--- src/srlc_pkg.sv ---
package srlc_pkg;

    // ********************************
    // Register map
    // ********************************
    localparam logic [3:0] ADDR_MAIN = 4'h0;
    localparam logic [3:0] ADDR_SRC = 4'h1;
    localparam int REG_W = 8;

    // Main control register fields
    localparam int BIT_EN = 7;
    localparam int BIT_SEL_HI = 6;
    localparam int BIT_SEL_LO = 4;
    localparam int BIT_QEN = 3;
    localparam int BIT_NQEN = 2;
    localparam int BIT_SPULSE = 1;
    localparam int BIT_RPULSE = 0;

    // Source enable register fields
    localparam int BIT_PSE = 7;
    localparam int BIT_DSE = 6;
    localparam int BIT_PRE = 3;
    localparam int BIT_DRE = 2;

    localparam logic [7:0] MAIN_RST = 8'h00;
    localparam logic [7:0] SRC_RST = 8'h00;

    // ********************************
    // Divider
    // ********************************
    localparam int DIV_W = 9;
    localparam int MIN_SHIFT = 2;
    localparam logic [8:0] DIV_ZERO = 9'h000;

    // ********************************
    // State carriers
    // ********************************
    typedef struct packed {
        logic [8:0] cnt;
        logic tick;
    } srlc_div_s;

    typedef struct packed {
        logic q;
    } srlc_core_s;

    typedef struct packed {
        logic [7:0] main_ctl;
        logic [7:0] src_ctl;
        logic [7:0] rdata;
        logic set_p;
        logic rst_p;
        logic [1:0] sync_set;
        logic [1:0] sync_rst;
    } srlc_top_s;

endpackage

--- src/srlc_top.sv ---
// The register addresses and the address-and-strobe port are this design's own decisions.
`timescale 1ns/1ps
// Contract
// - Disabled latch gates off both pin outputs
// - Select 111 pulses every 512 cycles
// - Select 101 pulses every 128 cycles
// - Select 011 pulses every 32 cycles
// - Select 010 pulses every 16 cycles
// - Select 000 pulses every 4 cycles
// - True output drives pin when enabled
// - Complement output drives pin when enabled
// - Reset pulse bit pulses reset once
module srlc_top (
    // Clock, reset, enable
    input wire logic clk_sys_i,
    input wire logic rst_i,
    input wire logic ce_i,
    // Register port
    input wire logic [3:0] addr_i,
    input wire logic [7:0] wdata_i,
    input wire logic wr_i,
    input wire logic rd_i,
    output logic [7:0] rdata_o,
    // External set and reset sources
    input wire logic periph_set_i,
    input wire logic periph_reset_i,
    // Pins
    output logic true_output_pin_o,
    output logic true_output_pin_oe_o,
    output logic complement_output_pin_o,
    output logic complement_output_pin_oe_o,
    // Status
    output logic latch_q_o,
    output logic divider_tick_o
);

    // ********************************
    // State
    // ********************************
    srlc_pkg::srlc_top_s st;
    srlc_pkg::srlc_top_s next_st;
    logic latch_global_enable;
    logic [2:0] pulse_divider_select;
    logic true_output_pin_enable;
    logic complement_output_pin_enable;
    logic peripheral_set_enable;
    logic tick;
    logic q;
    logic set_in;
    logic reset_in;

    assign latch_global_enable = st.main_ctl[srlc_pkg::BIT_EN];
    assign pulse_divider_select =
        st.main_ctl[srlc_pkg::BIT_SEL_HI:srlc_pkg::BIT_SEL_LO];
    assign true_output_pin_enable = st.main_ctl[srlc_pkg::BIT_QEN];
    assign complement_output_pin_enable = st.main_ctl[srlc_pkg::BIT_NQEN];
    assign peripheral_set_enable = st.src_ctl[srlc_pkg::BIT_PSE];

    // ********************************
    // Registers and pulses
    // ********************************
    always_comb begin
        next_st = st;
        next_st.set_p = 1'b0;
        next_st.rst_p = 1'b0;
        next_st.sync_set = {st.sync_set[0], periph_set_i};
        next_st.sync_rst = {st.sync_rst[0], periph_reset_i};
        if (wr_i && addr_i == srlc_pkg::ADDR_MAIN) begin
            // Pulse bits are not stored, they only fire
            next_st.main_ctl = wdata_i;
            next_st.main_ctl[srlc_pkg::BIT_SPULSE] = 1'b0;
            next_st.main_ctl[srlc_pkg::BIT_RPULSE] = 1'b0;
            next_st.set_p = wdata_i[srlc_pkg::BIT_SPULSE];
            next_st.rst_p = wdata_i[srlc_pkg::BIT_RPULSE];
        end
        if (wr_i && addr_i == srlc_pkg::ADDR_SRC) begin
            next_st.src_ctl = wdata_i;
        end
        next_st.rdata = 8'h00;
        if (rd_i) begin
            case (addr_i)
                srlc_pkg::ADDR_MAIN: next_st.rdata = st.main_ctl;
                srlc_pkg::ADDR_SRC: next_st.rdata = st.src_ctl;
                default: next_st.rdata = 8'h00;
            endcase
        end
    end

    always_ff @(posedge clk_sys_i or posedge rst_i) begin
        if (rst_i) begin
            st.main_ctl <= srlc_pkg::MAIN_RST;
            st.src_ctl <= srlc_pkg::SRC_RST;
            st.rdata <= 8'h00;
            st.set_p <= 1'b0;
            st.rst_p <= 1'b0;
            st.sync_set <= 2'h0;
            st.sync_rst <= 2'h0;
        end else if (ce_i) begin
            st <= next_st;
        end
    end

    // ********************************
    // Divider and latch
    // ********************************
    srlc_divider i_srlc_divider (
        .clk_sys_i(clk_sys_i),
        .rst_i(rst_i),
        .ce_i(ce_i),
        .run_i(latch_global_enable),
        .sel_i(pulse_divider_select),
        .tick_o(tick)
    );

    assign set_in = st.set_p
        || (peripheral_set_enable && st.sync_set[1])
        || (st.src_ctl[srlc_pkg::BIT_DSE] && tick);
    assign reset_in = st.rst_p
        || (st.src_ctl[srlc_pkg::BIT_PRE] && st.sync_rst[1])
        || (st.src_ctl[srlc_pkg::BIT_DRE] && tick);

    srlc_core i_srlc_core (
        .clk_sys_i(clk_sys_i),
        .rst_i(rst_i),
        .ce_i(ce_i),
        .en_i(latch_global_enable),
        .set_i(set_in),
        .reset_i(reset_in),
        .q_o(q)
    );

    // ********************************
    // Pins
    // ********************************
    assign rdata_o = st.rdata;
    assign latch_q_o = q;
    assign divider_tick_o = tick;
    assign true_output_pin_o = q;
    assign complement_output_pin_o = ~q;
    assign true_output_pin_oe_o = latch_global_enable
        && true_output_pin_enable;
    assign complement_output_pin_oe_o = latch_global_enable
        && complement_output_pin_enable;

    // ********************************
    // Assertions
    // ********************************
    // Cycles since the last tick; armed at the first tick
    // under a steady select, so the first tick after a change is skipped
    int unsigned gap;
    logic armed;
    logic [2:0] sel_seen;
    always_ff @(posedge clk_sys_i or posedge rst_i) begin
        if (rst_i) begin
            gap <= 0;
            armed <= 1'b0;
            sel_seen <= 3'h0;
        end else if (ce_i) begin
            gap <= tick ? 0 : gap + 1;
            sel_seen <= pulse_divider_select;
            if (!latch_global_enable
                || pulse_divider_select != sel_seen) begin
                armed <= 1'b0;
            end else if (tick) begin
                armed <= 1'b1;
            end
        end
    end

    property p_disabled_off;
        @(posedge clk_sys_i) disable iff (rst_i)
        !latch_global_enable |->
            !true_output_pin_oe_o && !complement_output_pin_oe_o;
    endproperty
    a_disabled_off: assert property (p_disabled_off)
        else $error("pin enabled while latch disabled");

    property p_sel7;
        @(posedge clk_sys_i) disable iff (rst_i)
        (ce_i && latch_global_enable && pulse_divider_select == 3'h7
            && $past(tick) && $stable(pulse_divider_select))
            |-> !tick [*8];
    endproperty
    a_sel7: assert property (p_sel7)
        else $error("512 period pulse too early");

    property p_sel5;
        @(posedge clk_sys_i) disable iff (rst_i)
        (ce_i && tick && latch_global_enable
            && pulse_divider_select == 3'h5) |=> !tick [*8];
    endproperty
    a_sel5: assert property (p_sel5)
        else $error("128 period broken");

    property p_sel3;
        @(posedge clk_sys_i) disable iff (rst_i)
        (ce_i && tick && latch_global_enable
            && pulse_divider_select == 3'h3) |=> !tick [*8];
    endproperty
    a_sel3: assert property (p_sel3)
        else $error("32 period pulse too early");

    property p_sel2;
        @(posedge clk_sys_i) disable iff (rst_i)
        (ce_i && tick && latch_global_enable
            && pulse_divider_select == 3'h2) |=> !tick [*8];
    endproperty
    a_sel2: assert property (p_sel2)
        else $error("16 period pulse too early");

    property p_sel0;
        @(posedge clk_sys_i) disable iff (rst_i)
        (ce_i && tick && latch_global_enable
            && pulse_divider_select == 3'h0) |=> !tick [*3];
    endproperty
    a_sel0: assert property (p_sel0)
        else $error("4 period pulse too early");

    property p_one_wide;
        @(posedge clk_sys_i) disable iff (rst_i)
        (ce_i && tick) |=> !tick;
    endproperty
    a_one_wide: assert property (p_one_wide)
        else $error("divider pulse wider than one cycle");

    property p_qpin;
        @(posedge clk_sys_i) disable iff (rst_i)
        true_output_pin_oe_o |-> true_output_pin_o == q;
    endproperty
    a_qpin: assert property (p_qpin)
        else $error("true pin does not follow latch");

    property p_nqpin;
        @(posedge clk_sys_i) disable iff (rst_i)
        complement_output_pin_oe_o |-> complement_output_pin_o == !q;
    endproperty
    a_nqpin: assert property (p_nqpin)
        else $error("complement pin does not follow latch");

    property p_rpulse;
        @(posedge clk_sys_i) disable iff (rst_i)
        (ce_i && wr_i && addr_i == srlc_pkg::ADDR_MAIN
            && wdata_i[srlc_pkg::BIT_RPULSE] && wdata_i[srlc_pkg::BIT_EN])
            ##1 ce_i |=> !q;
    endproperty
    a_rpulse: assert property (p_rpulse)
        else $error("reset pulse did not clear latch");

    property p_spulse;
        @(posedge clk_sys_i) disable iff (rst_i)
        (ce_i && wr_i && addr_i == srlc_pkg::ADDR_MAIN
            && wdata_i[srlc_pkg::BIT_SPULSE]
            && !wdata_i[srlc_pkg::BIT_RPULSE]
            && wdata_i[srlc_pkg::BIT_EN] && st.src_ctl == 8'h00
            && !wr_i == 1'b0) ##1 (ce_i && !wr_i) |=> q;
    endproperty
    a_spulse: assert property (p_spulse)
        else $error("set pulse did not set latch");

    // Exact spacing: a steady select ticks once per period
    property p_per7;
        @(posedge clk_sys_i) disable iff (rst_i)
        (tick && armed && sel_seen == 3'h7) |-> gap == 511;
    endproperty
    a_per7: assert property (p_per7)
        else $error("select 7 period is not 512");

    property p_per5;
        @(posedge clk_sys_i) disable iff (rst_i)
        (tick && armed && sel_seen == 3'h5) |-> gap == 127;
    endproperty
    a_per5: assert property (p_per5)
        else $error("select 5 period is not 128");

    property p_per3;
        @(posedge clk_sys_i) disable iff (rst_i)
        (tick && armed && sel_seen == 3'h3) |-> gap == 31;
    endproperty
    a_per3: assert property (p_per3)
        else $error("select 3 period is not 32");

    property p_per2;
        @(posedge clk_sys_i) disable iff (rst_i)
        (tick && armed && sel_seen == 3'h2) |-> gap == 15;
    endproperty
    a_per2: assert property (p_per2)
        else $error("select 2 period is not 16");

    property p_per0;
        @(posedge clk_sys_i) disable iff (rst_i)
        (tick && armed && sel_seen == 3'h0) |-> gap == 3;
    endproperty
    a_per0: assert property (p_per0)
        else $error("select 0 period is not 4");

    property p_per6;
        @(posedge clk_sys_i) disable iff (rst_i)
        (tick && armed && sel_seen == 3'h6) |-> gap == 255;
    endproperty
    a_per6: assert property (p_per6)
        else $error("select 6 period is not 256");

    property p_per4;
        @(posedge clk_sys_i) disable iff (rst_i)
        (tick && armed && sel_seen == 3'h4) |-> gap == 63;
    endproperty
    a_per4: assert property (p_per4)
        else $error("select 4 period is not 64");

    property p_per1;
        @(posedge clk_sys_i) disable iff (rst_i)
        (tick && armed && sel_seen == 3'h1) |-> gap == 7;
    endproperty
    a_per1: assert property (p_per1)
        else $error("select 1 period is not 8");

    property p_qen_wr;
        @(posedge clk_sys_i) disable iff (rst_i)
        (ce_i && wr_i && addr_i == srlc_pkg::ADDR_MAIN) |=>
            true_output_pin_oe_o == ($past(wdata_i[srlc_pkg::BIT_EN])
            && $past(wdata_i[srlc_pkg::BIT_QEN]));
    endproperty
    a_qen_wr: assert property (p_qen_wr)
        else $error("true pin enable does not follow write");

    property p_nqen_wr;
        @(posedge clk_sys_i) disable iff (rst_i)
        (ce_i && wr_i && addr_i == srlc_pkg::ADDR_MAIN) |=>
            complement_output_pin_oe_o == ($past(wdata_i[srlc_pkg::BIT_EN])
            && $past(wdata_i[srlc_pkg::BIT_NQEN]));
    endproperty
    a_nqen_wr: assert property (p_nqen_wr)
        else $error("complement pin enable does not follow write");

    property p_core_off;
        @(posedge clk_sys_i) disable iff (rst_i)
        (ce_i && !latch_global_enable) |=> !q;
    endproperty
    a_core_off: assert property (p_core_off)
        else $error("latch held state while disabled");

    property p_pulse_rd0;
        @(posedge clk_sys_i) disable iff (rst_i)
        (ce_i && rd_i && addr_i == srlc_pkg::ADDR_MAIN) |=>
            !rdata_o[srlc_pkg::BIT_SPULSE] && !rdata_o[srlc_pkg::BIT_RPULSE];
    endproperty
    a_pulse_rd0: assert property (p_pulse_rd0)
        else $error("pulse bits read back as one");

    c_per7: cover property (@(posedge clk_sys_i)
        tick && armed && sel_seen == 3'h7);
    c_tick: cover property (@(posedge clk_sys_i) tick);
    c_qpin: cover property (@(posedge clk_sys_i) true_output_pin_oe_o && q);
    c_nq: cover property (@(posedge clk_sys_i) complement_output_pin_oe_o);

endmodule

--- src/srlc_divider.sv ---
`timescale 1ns/1ps
module srlc_divider (
    // Clock and reset
    input wire logic clk_sys_i,
    input wire logic rst_i,
    input wire logic ce_i,
    // Control
    input wire logic run_i,
    input wire logic [2:0] sel_i,
    // Pulse out
    output logic tick_o
);

    srlc_pkg::srlc_div_s st;
    srlc_pkg::srlc_div_s next_st;
    logic [8:0] last;

    // period select
    // Period is 2**(sel+2); last count is period minus one.
    // Shift amount is widened so selects 6 and 7 do not wrap
    function automatic logic [8:0] period_last(input logic [2:0] s);
        logic [9:0] p;
        p = 10'h001 << (4'(s) + 4'(srlc_pkg::MIN_SHIFT));
        return 9'(p - 10'h001);
    endfunction

    always_comb begin
        last = period_last(sel_i);
        next_st = st;
        next_st.tick = 1'b0;
        if (!run_i) begin
            next_st.cnt = srlc_pkg::DIV_ZERO;
        end else if (st.cnt >= last) begin
            next_st.cnt = srlc_pkg::DIV_ZERO;
            next_st.tick = 1'b1;
        end else begin
            next_st.cnt = st.cnt + 9'h001;
        end
    end

    always_ff @(posedge clk_sys_i or posedge rst_i) begin
        if (rst_i) begin
            st <= '0;
        end else if (ce_i) begin
            st <= next_st;
        end
    end

    assign tick_o = st.tick;

endmodule

--- src/srlc_core.sv ---
`timescale 1ns/1ps
module srlc_core (
    // Clock and reset
    input wire logic clk_sys_i,
    input wire logic rst_i,
    input wire logic ce_i,
    // Latch inputs
    input wire logic en_i,
    input wire logic set_i,
    input wire logic reset_i,
    // Latch output
    output logic q_o
);

    srlc_pkg::srlc_core_s st;
    srlc_pkg::srlc_core_s next_st;

    // Reset dominates when both inputs are active in one cycle
    always_comb begin
        next_st = st;
        if (!en_i) begin
            next_st.q = 1'b0;
        end else if (reset_i) begin
            next_st.q = 1'b0;
        end else if (set_i) begin
            next_st.q = 1'b1;
        end
    end

    always_ff @(posedge clk_sys_i or posedge rst_i) begin
        if (rst_i) begin
            st <= '0;
        end else if (ce_i) begin
            st <= next_st;
        end
    end

    assign q_o = st.q;

endmodule

--- config.mk ---
export PLATFORM = sky130hd
export DESIGN_NAME = srlc_top
export DESIGN_NICKNAME = d
export VERILOG_FILES = /design/src/srlc_pkg.sv /design/src/srlc_top.sv /design/src/srlc_divider.sv /design/src/srlc_core.sv
export SDC_FILE = /design/constraint.sdc
export NUM_CORES = 1
export LEC_CHECK = 0
export ABC_AREA = 1
export BUFFER_PORTS_ARGS = -buffer_cell sky130_fd_sc_hd__buf_2
export CORE_MARGIN = 5
export CORE_UTILIZATION = 30
export CTS_CLUSTER_DIAMETER = 200
export DETAILED_ROUTE_END_ITERATION = 16
export REMOVE_ABC_BUFFERS = 1
export SLEW_MARGIN = 40
export SYNTH_ARGS = -nofsm -noshare
export SYNTH_HDL_FRONTEND = slang
export SYNTH_SLANG_ARGS = --single-unit
export TNS_END_PERCENT = 10
--- constraint.sdc ---
create_clock -name clk_sys_i -period 7.48 [get_ports clk_sys_i]
set_input_delay 1.496 -clock clk_sys_i [delete_from_list [all_inputs] [get_ports clk_sys_i]]
set_output_delay 1.496 -clock clk_sys_i [all_outputs]
set_load 0.01 [all_outputs]
# Word-level counts from Yosys, hierarchy flattened
# Cells that the tools add are included.
# op_classes
n_addsub	3
magnitude_cmp	1
eq_ne	2
n_shift	1
muxes	10
bitwise	1
reduce_logical	16
# op_table
cell	count
9-bit 2-to-1 mux	2
8-bit case mux with 2 select lines	1
9-bit by 1-bit adder with 9-bit output (second input constant)	1
9-bit greater-or-equal comparator	1
1-bit by 4-bit left shift with 9-bit output (first input constant)	1
9-bit by 1-bit subtractor with 9-bit output (second input constant)	1
1-bit logical AND	8
8-bit 2-to-1 mux	1
2-bit AND reduction	3
1-bit 2-to-1 mux	5
3-bit by 2-bit adder with 4-bit output (second input constant)	1
4-bit by 1-bit == test with 1-bit output (second input constant)	1
4-bit zero test	1
1-bit logical OR	4
3-bit by 1-bit != test with 1-bit output (second input constant)	1
2-bit 2-to-1 mux	1
1-bit inverter	1
# word_totals
regBits	39
input_bits	19
out_inout_bits	14
word_cells	44

# Longest topological paths before layout
# Gate-level depths: netlist of the first run.
# logic_depth
ltp_word	6
depth_mapped	16

# Modules after synthesis
# From an unflattened synthesis of the first run, not the netlist that was laid out.
# unflattened
cells_unflattened	322
area_unflattened_um2	2570.0
# by_module_without_submodules
mod	n_inst	cells_each	area_per_inst_um2
srlc_top	1	160	1428.9
srlc_divider	1	152	1082.3
srlc_core	1	10	58.8

# Worst setup path before layout of the first run
# Ideal clock, no wire load.
# synth_timing
path_type	register to register
startpoint	register st, in the netlist pulse_divider_select[1]
endpoint	register i_srlc_divider.st, in the netlist i_srlc_divider.tick_o
setup_ns	0.118
t_arrival_ns	2.418
path_slack_ns	4.944
stages_incl_launch_ff	17
path_cell_list	dfrtp_1 -> ha_1 -> nor2_4 -> nand2_1 -> ha_1 -> nand2_1 -> nor2_1 -> xor2_1 -> ha_1 -> nand2_2 -> nor2_4 -> nand2_1 -> nand3_1 -> nor2_4 -> nand2_1 -> nand2_1 -> nand2_1
# synth_via
elab_chain_len	6
# synth_lines
element	line_no	text
from (decl)	srlc_top.sv:40	srlc_pkg::srlc_top_s st;
from (signal assigned)	srlc_top.sv:99	st <= next_st;
3-bit by 2-bit adder with 4-bit output	srlc_divider.sv:23	p = 10'h001 << (4'(s) + 4'(srlc_pkg::MIN_SHIFT));
1-bit by 4-bit left shift with 9-bit output	srlc_divider.sv:23	
9-bit by 1-bit subtractor with 9-bit output	srlc_divider.sv:24	return 9'(p - 10'h001);
9-bit greater-or-equal comparator	srlc_divider.sv:33	end else if (st.cnt >= last) begin
1-bit 2-to-1 mux	srlc_divider.sv:33	
1-bit 2-to-1 mux	srlc_divider.sv:31	if (!run_i) begin
to (signal assigned)	srlc_divider.sv:45	st <= next_st;
to (decl)	srlc_divider.sv:14	srlc_pkg::srlc_div_s st;
# Every way passes these cells.
# A chain may end at the register's enable or synchronous reset.

# Worst setup path in the final report of the first run
# Same ends and word-level chain as after synthesis.

==> results.py, run 1 <==
metrics = {
    "logic_synthesis": {
        "synth_edf_count": 0,
        "yosysUniqueCellTypes": 30,
        "ys.warnings.count": 0,
        "synth-main-ff-cell": "dfrtp_1",
        "synthesis.instances": 309,
        "synth-async-reset-ratio_pct": 100.0,
        "synth-seq-cells": 39,
        "synthTopCellsByArea": "dfrtp_1, nand2_1, ha_1, o21ai_2, inv_1",
        "yosysTopAreaCellShare_pct": 39.65,
        "avgSynthCellArea_um2": 7.965,
        "netlist_area_mm2": 0.002461,
        "yosysTopAreaCell": "dfrtp_1",
        "yosysMostFrequentCell": "nand2_1",
        "seq_area_frac_synth_pct": 39.65,
        "synth_common_cells": "nand2_1, dfrtp_1, inv_1, nand3_1, o21ai_2",
    },
    "global_routing": {
        "grt_overflow_total": 0,
        "grt-busiest-layer": "met2",
        "grt_max_degree": 40,
        "grt_pass1_wl_um": 9294,
        "met3_usage_pct": 3.114,
        "grtUsageTotal_pct": 11.29,
        "grt_util_met1_pct": 13.97,
        "grt_pass1_vias": 2018,
        "antenna_found_initial": 0,
        "grt_util_met2_pct": 18.65,
    },
    "sta": {
        "tightest_slew_ns": 0.7083,
        "period_share_pct": 37.50,
        "fmax_mhz": 356.5,
        "setup_violations": 0,
        "finalHoldViolCount": 0,
        "layout_setup_ws_ns": 4.675,
        "drv_slew": 0,
        "grt_setup_unrepaired": "no",
        "slew_headroom_pct": 52.73,
        "fin_crit_ns": 2.805,
        "fin_skew_ns": 0.003921,
        "fin_setup_tns_ns": 0,
    },
    "die": {
        "fp.dieArea_mm2": 0.01012,
        "die_h_um": 100.6,
        "row_count": 33,
        "die-width_um": 100.6,
        "pin_count": 33,
        "start_util_pct": 30.41,
        "core_mm2": 0.008093,
    },
    "final_layout": {
        "fillCellCount": 880,
        "nets": 363,
        "final_core_util_pct": 33.97,
        "antenna_cells": 0,
        "drive_gt1_share_pct": 23.72,
        "area_growth_pct": 11.69,
    },
    "worst_setup_path": {
        "endpoint_kind": "flop",
        "path_class": "flop to flop",
        "crit_path_max_incr_delay_ns": 0.44,
        "crit_slowest_cell": "dfrtp_1",
        "crit_buf_inv": 0,
        "path_cells": "ha_1 -> nor2_4 -> nand2_1 -> ha_1 -> nand2_1 -> nor2_1 -> xor2_1 -> ha_1 -> nand2_2 -> nor2_4 -> nand2_1 -> nand3_1 -> nor2_4 -> nand2_1 -> nand2_1 -> nand2_1",
        "cpMostUsedCell": "nand2_1",
        "cp-start-kind": "flop",
        "crit_fanout": 10,
        "cp_top_family": "simple AND/OR/NAND/NOR gates",
        "worstPathRequired_ns": 7.68,
        "cp_data_arrival_time_ns": 3.00,
    },
    "status": {
        "status": "finished clean",
    },
    "clock_tree": {
        "cts_buffer_depth": 2,
        "cts_sinks": 39,
        "cts_resized": 0,
        "post_cts_buffers": 0,
        "cts_root_buf": "clkbuf_8",
        "clk_pin_slew_ns": 0.08,
        "clk_latency_ns": 0.30,
        "cts_buffers": 5,
        "tritoncts": "yes",
        "hold_buffers": 0,
        "htreeDepth": 2,
    },
    "routing": {
        "first_pass_iters": 4,
        "drt_wl_total_um": 5192,
        "drt-initial-drc-count": 46,
        "via_per_inst": 4.475,
        "wire_per_inst_um": 11.85,
        "vias": 1960,
        "drc": 0,
        "ant_nets": 0,
    },
    "power_and_ir_drop": {
        "ir_drop_uv": 119.7,
        "power.density_mw_per_mm2": 210.6,
        "p_leak_uw": 0.001448,
    },
    "placed_design": {
        "portBuffers": 32,
        "gp_congestion": 0.7715,
        "dp_hpwl_um": 3883,
        "post-place-ws_ns": 4.690,
    },
    "worst_hold_path": {
        "hold_class": "flop to flop",
    },
    "run": {
        "maxCapViolCount": 0,
    },
}
[flip-flops by register name (all words and copies together) (netlist names)]
| name | cells |
|---|---|
| st | 12 |
| next_st | 2 |
| i_srlc_divider.st | 9 |
| pulse_divider_select | 3 |
| latch_global_enable | 1 |
| peripheral_set_enable | 1 |
| i_srlc_divider.tick_o | 1 |
| i_srlc_core.q_o | 1 |
| rdata_o | 8 |
| complement_output_pin_enable | 1 |
[area by class of cell]
class / count / area (um^2) / area share [%]
Clock buffer: 5 / 68.82 / 2.503
Clock inverter: 3 / 43.79 / 1.593
Timing Repair Buffer: 33 / 167.7 / 6.099
Sequential cell: 39 / 975.9 / 35.50
Tap cell: 105 / 131.4 / 4.779
Multi-Input combinational cell: 212 / 1207 / 43.92
Inverter: 41 / 153.9 / 5.599
[stage by stage]
stage / cells / hold slack [ns] / total power [uW] / instance area (um^2)
2_1_floorplan: 292 / 0.4422 / 364.2 / 2337
3_3_place_gp: 430 / 0.4673 / 398.3 / 2636
3_5_place_dp: 430 / 0.4660 / 402.8 / 2636
4_1_cts: 438 / 0.4878 / 585.2 / 2749
5_1_grt: 438 / 0.5029 / 615.1 / 2749
6_report: 438 / 0.4853 / 578.8 / 2749
[power breakdown]
group | switching [uW] | leakage [uW] | internal (uW)
sequential | 17.3 | 0.000523 | 230
clock | 81.3 | 0.0000581 | 99.4
combinational | 96.0 | 0.000867 | 54.9
[layer usage]
| metal | wire length (um) | share of wire (%) |
|---|---|---|
| met1 | 2378 | 46 |
| met2 | 2441 | 47 |
| met3 | 263 | 5.1 |
| met4 | 108 | 2.1 |
| met5 | 0 | 0 |
[worst paths after layout]
path,startpoint,depth (start not counted),slack (ns),to
min in group asynchronous,rst_i,3,1.30,i_srlc_divider.st[3]
max in group asynchronous,rst_i,3,5.83,rdata_o[1]
setup / recovery,pulse_divider_select[1],16,4.67,i_srlc_divider.tick_o
hold / removal,rdata_o[5],2,0.49,rdata_o[5]
setup reg to reg,pulse_divider_select[1],16,4.67,i_srlc_divider.tick_o
hold reg to reg,rdata_o[5],2,0.49,rdata_o[5]
[worst reg2reg max path, delay by kind of cell (launching register included)]
family / cells / cell delay (ns)
XOR/XNOR: 1 / 0.14
flip-flops: 1 / 0.44
AND/OR/NAND/NOR: 12 / 1.18
adder cells (fa/ha/maj): 3 / 0.95
[cells by family after synthesis]
logic type | after synthesis | synth area share, %
simple gates | 160 | 30.91
buf+inv | 58 | 11.29
compound gates | 34 | 9.914
fa+ha+maj | 12 | 6.100
flops | 39 | 39.65
xor+xnor | 6 | 2.136
[cell usage in the layout, fill, tap and decap left out, types with 5 or more instances in the layout]
| cell type | instances |
|---|---|
| clkbuf_8 | 5 |
| inv_1 | 33 |
| o21ai_0 | 6 |
| nand2_1 | 101 |
| o21ai_1 | 5 |
| inv_2 | 5 |
| buf_2 | 32 |
| nand4_1 | 12 |
| o21ai_2 | 15 |
| ha_1 | 12 |
| nand3_1 | 23 |
| dfrtp_1 | 39 |
| nor2_4 | 6 |
| nor2_1 | 6 |
Power figures use the tool's default switching activity.
==> run 2: changes to the inputs <==
==> constraint.sdc (replaced) <==
create_clock -name clk_sys_i -period 2.4 [get_ports clk_sys_i]
set_input_delay 0.48 -clock clk_sys_i [delete_from_list [all_inputs] [get_ports clk_sys_i]]
set_output_delay 0.48 -clock clk_sys_i [all_outputs]
set_load 0.01 [all_outputs]
==> results.py, run 2 (synthesized netlist as in run 1, its figures left out) <==
metrics = {
    "clock_tree": {
        "cts_root_buf": "clkbuf_8",
        "cts_buffers": 5,
        "cts_sinks": 39,
        "clk_pin_slew_ns": 0.08,
        "clk_latency_ns": 0.29,
        "htreeDepth": 2,
        "tritoncts": "yes",
        "cts_buffer_depth": 2,
    },
    "die": {
        "die-width_um": 100.6,
        "pin_count": 33,
        "fp.dieArea_mm2": 0.01012,
        "start_util_pct": 30.41,
        "core_mm2": 0.008093,
        "die_h_um": 100.6,
        "row_count": 33,
    },
    "sta": {
        "fin_crit_ns": 2.422,
        "finalHoldViolCount": 0,
        "layout_setup_ws_ns": -0.02190,
        "fin_skew_ns": 0.003985,
        "tightest_slew_ns": 0.7417,
        "slew_headroom_pct": 50.50,
        "grt_setup_unrepaired": "yes",
        "period_share_pct": 100.9,
        "drv_slew": 0,
        "setup_violations": 6,
        "fin_setup_tns_ns": -0.06319,
        "fmax_mhz": 412.9,
    },
    "placed_design": {
        "portBuffers": 32,
        "dp_hpwl_um": 3932,
        "gp_congestion": 0.7683,
    },
    "worst_hold_path": {
        "hold_class": "input port to async pin",
    },
    "routing": {
        "drt-initial-drc-count": 55,
        "wire_per_inst_um": 12.12,
        "vias": 2041,
        "ant_nets": 0,
        "drc": 0,
        "first_pass_iters": 4,
        "via_per_inst": 4.525,
        "drt_wl_total_um": 5467,
    },
    "status": {
        "violations": "negative setup slack",
        "status": "finished, violations left",
    },
    "run": {
        "maxCapViolCount": 0,
    },
    "worst_setup_path": {
        "cpMostUsedCell": "nor2_4",
        "path_class": "flop to flop",
        "worstPathRequired_ns": 2.58,
        "cp_data_arrival_time_ns": 2.61,
        "crit_path_max_incr_delay_ns": 0.42,
        "crit_slowest_cell": "dfrtp_1",
        "endpoint_kind": "flop",
        "cp-start-kind": "flop",
        "path_cells": "ha_4 -> nor2_4 -> nand2_2 -> ha_4 -> nand2_4 -> nor2_2 -> xor2_1 -> ha_1 -> nand2_2 -> nor2_4 -> inv_2 -> a21oi_4 -> nor2_4 -> nand4_1 -> nand2_1",
        "crit_fanout": 5,
    },
    "power_and_ir_drop": {
        "power.density_mw_per_mm2": 634.3,
        "ir_drop_uv": 369.2,
        "p_leak_uw": 0.001506,
        "power_uw": 1849,
    },
    "global_routing": {
        "grt_max_degree": 40,
        "grtUsageTotal_pct": 11.73,
        "grt_pass1_vias": 2074,
        "antenna_found_initial": 0,
        "grt_pass1_wl_um": 9591,
        "grt_overflow_total": 0,
    },
    "final_layout": {
        "top_register": "st",
        "antenna_cells": 0,
        "drive_gt1_share_pct": 30.64,
        "area_growth_pct": 18.45,
        "final_cell_mix": "nand2_1, dfrtp_1, inv_1",
        "final_common_cell": "nand2_1",
        "nets": 376,
        "largest_register_ffs": 12,
    },
}
run 2: layer usage:
layer	GRT usage, %	part of all wire, %	wire [um]
met1	14.98	46	2507
met2	19.83	49	2696
met4	3.834	1.5	84
met5	0	0	0
met3	2.353	3.3	178
run 2: metrics by stage:
stage	hold slack (ns)	std cells	utilization, %	setup slack (ns)	cell area [um^2]
4_1_cts	0.3243	451	35.71	-0.04010	2890
5_1_grt	0.3786	451	36.02	-0.1858	2915
2_1_floorplan	0.4422	292	-	-0.1364	2337
3_5_place_dp	0.4614	440	33.50	-0.1641	2711
3_3_place_gp	0.4646	440	33.50	-0.1205	2711
6_report	0.3048	451	36.02	-0.02190	2915
run 2: power breakdown:
group	switching [uW]	total [uW]	internal, uW
registers	52.2	769	717
logic	360	641	280
clock network	236	439	203
total	649	1850	1200
run 2: worst max-delay path: cells and delay by family (launching register included):
family	cells	cell delay (ns)
AO/OA/AOI/OAI	1	0.19
adder cells (fa/ha/maj)	3	0.76
AND/OR/NAND/NOR	9	0.74
flip-flops	1	0.42
buffers and inverters	1	0.06
XOR/XNOR	1	0.14
run 2: cell type report:
type | count | area, um^2
multi-input combinational | 213 | 1311
inverter | 41 | 153.9
timing repair buffer | 45 | 257.7
clock buffer | 6 | 72.57
fill | 873 | 5177
sequential | 39 | 975.9
clock inverter | 2 | 12.51
tap | 105 | 131.4
run 2: worst paths after layout:
path | slack (ns) | end | startpoint | cells past startpoint
worst max-delay path | -0.02 | i_srlc_divider.st[2] | pulse_divider_select[1] | 15
worst min-delay path | 0.30 | i_srlc_divider.st[3] | rst_i | 3
worst max register to register | -0.02 | i_srlc_divider.st[2] | pulse_divider_select[1] | 15
worst min register to register | 0.48 | rdata_o[5] | rdata_o[5] | 2
max in group asynchronous | 1.75 | rdata_o[6] | rst_i | 3
min in group clk_sys_i | 0.39 | next_st[3] | periph_set_i | 3
run 2: repair_timing:
item / in CTS / in global routing
setup buffers: 2 / 0
setup endpoints to repair: 10 / 10
endpoints found under the hold margin: 0 / 0
cloned: 1 / 0
pin swaps: 9 / 13
hold buffers: 0 / 0
resized for setup: 15 / 5
==> run 3: changes to the inputs <==
==> constraint.sdc (replaced) <==
create_clock -name clk_sys_i -period 2 [get_ports clk_sys_i]
set_input_delay 0.4 -clock clk_sys_i [delete_from_list [all_inputs] [get_ports clk_sys_i]]
set_output_delay 0.4 -clock clk_sys_i [all_outputs]
set_load 0.01 [all_outputs]
==> results.py, run 3 (synthesized netlist as in run 1, its figures left out) <==
metrics = {
    "sta": {
        "slew_headroom_pct": 66.82,
        "period_share_pct": 124.0,
        "drv_slew": 0,
        "fin_crit_ns": 2.480,
        "fmax_mhz": 403.3,
        "setup_violations": 10,
        "holdWs_ns": 0.2155,
        "finalHoldViolCount": 0,
        "tightest_slew_ns": 0.4977,
        "fin_skew_ns": 0.008838,
        "layout_setup_ws_ns": -0.4797,
        "grt_setup_unrepaired": "yes",
    },
    "worst_hold_path": {
        "hold_class": "input port to async pin",
    },
    "worst_setup_path": {
        "cp-start-kind": "flop",
        "path_class": "flop to flop",
        "worstPathRequired_ns": 2.19,
        "endpoint_kind": "flop",
        "cp_data_arrival_time_ns": 2.67,
        "crit_fanout": 5,
    },
    "global_routing": {
        "grt_max_degree": 40,
        "grt_overflow_total": 0,
        "grtUsageTotal_pct": 11.86,
        "grt_pass1_wl_um": 9715,
        "grt_pass1_vias": 2104,
        "antenna_found_initial": 0,
    },
    "final_layout": {
        "final_cell_mix": "nand2_1, dfrtp_1, inv_1",
        "final_core_util_pct": 36.44,
        "area_growth_pct": 19.83,
        "largest_register_ffs": 12,
        "drive_gt1_share_pct": 30.97,
        "antenna_cells": 0,
        "top_register": "st",
        "final_common_cell": "nand2_1",
        "nets": 382,
    },
    "die": {
        "row_count": 33,
        "start_util_pct": 30.41,
        "die_h_um": 100.6,
        "pin_count": 33,
        "core_mm2": 0.008093,
        "fp.dieArea_mm2": 0.01012,
        "die-width_um": 100.6,
    },
    "clock_tree": {
        "cts_buffers": 5,
        "htreeDepth": 2,
        "cts_root_buf": "clkbuf_8",
        "clk_latency_ns": 0.30,
        "cts_sinks": 39,
        "tritoncts": "yes",
        "cts_buffer_depth": 2,
        "clk_pin_slew_ns": 0.08,
        "hold_buffers": 0,
    },
    "placed_design": {
        "gp_congestion": 0.7710,
        "post-place-ws_ns": -0.5814,
        "dp_hpwl_um": 4102,
        "portBuffers": 32,
    },
    "routing": {
        "drt_wl_total_um": 5704,
        "via_per_inst": 4.575,
        "ant_nets": 0,
        "vias": 2091,
        "drc": 0,
        "drt-initial-drc-count": 78,
        "wire_per_inst_um": 12.48,
        "first_pass_iters": 4,
    },
    "status": {
        "status": "finished, violations left",
        "violations": "negative setup slack",
    },
    "power_and_ir_drop": {
        "power.density_mw_per_mm2": 757.7,
        "power_uw": 2234,
        "ir_drop_uv": 482.5,
        "p_leak_uw": 0.001535,
    },
    "run": {
        "maxCapViolCount": 0,
    },
}
[run 3: cell type report]
class,instances,area [um^2]
inverter,41,153.9
multi-input combinational,213,1300
fill,872,5144
tap,105,131.4
clock buffer,6,72.57
sequential,39,975.9
clock inverter,2,12.51
timing repair buffer,51,302.8
[run 3: critical path: stages (launching register included)]
cell and delay, ns:
dfrtp_1 0.42, ha_4 0.27, nor2_4 0.12, nand2_2 0.09
ha_4 0.18, nand2_2 0.07, nor2_1 0.05, xor2_1 0.14
ha_1 0.32, nand2_2 0.08, nor2_4 0.14, inv_2 0.06
a21oi_4 0.20, nor2_4 0.09, nand4_1 0.08, nand2_1 0.07
[run 3: power by group]
group	switching [uW]	leakage, uW	total (uW)	internal [uW]
Combinational	430	0.000972	773	342
Sequential	61.3	0.000523	921	860
Clock	296	0.0000412	540	244
[run 3: what timing repair did]
item,CTS,global route
pin swaps,7,11
cloned,1,0
setup buffers,1,1
endpoints found under the setup margin,10,10
gates resized for setup,11,5
[run 3: routing by layer]
metal  GRT usage, %  vias up  part of all wire (%)
met5              0        -                     0
met4          3.731        0                   1.2
li1               -     1064                     -
met2          20.44       31                    49
met3          2.145        8                   3.0
met1          15.03      988                    47
[run 3: worst paths after layout]
path,start,to,slack [ns],cells past startpoint
max,pulse_divider_select[2],i_srlc_divider.st[2],-0.48,15
min,rst_i,i_srlc_divider.st[8],0.22,3
max reg2reg,pulse_divider_select[2],i_srlc_divider.st[2],-0.48,15
min reg2reg,rdata_o[2],rdata_o[2],0.48,2
max in group asynchronous,rst_i,st[19],1.44,3
min in group clk_sys_i,periph_set_i,next_st[3],0.31,3
[run 3: through the flow]
step | setup TNS, ns | instance area [um^2] | std cells
2_1_floorplan | -4.830 | 2337 | 292
3_3_place_gp | -4.657 | 2756 | 446
3_5_place_dp | -5.351 | 2756 | 446
4_1_cts | -4.375 | 2909 | 456
5_1_grt | -5.817 | 2949 | 457
6_report | -4.576 | 2949 | 457
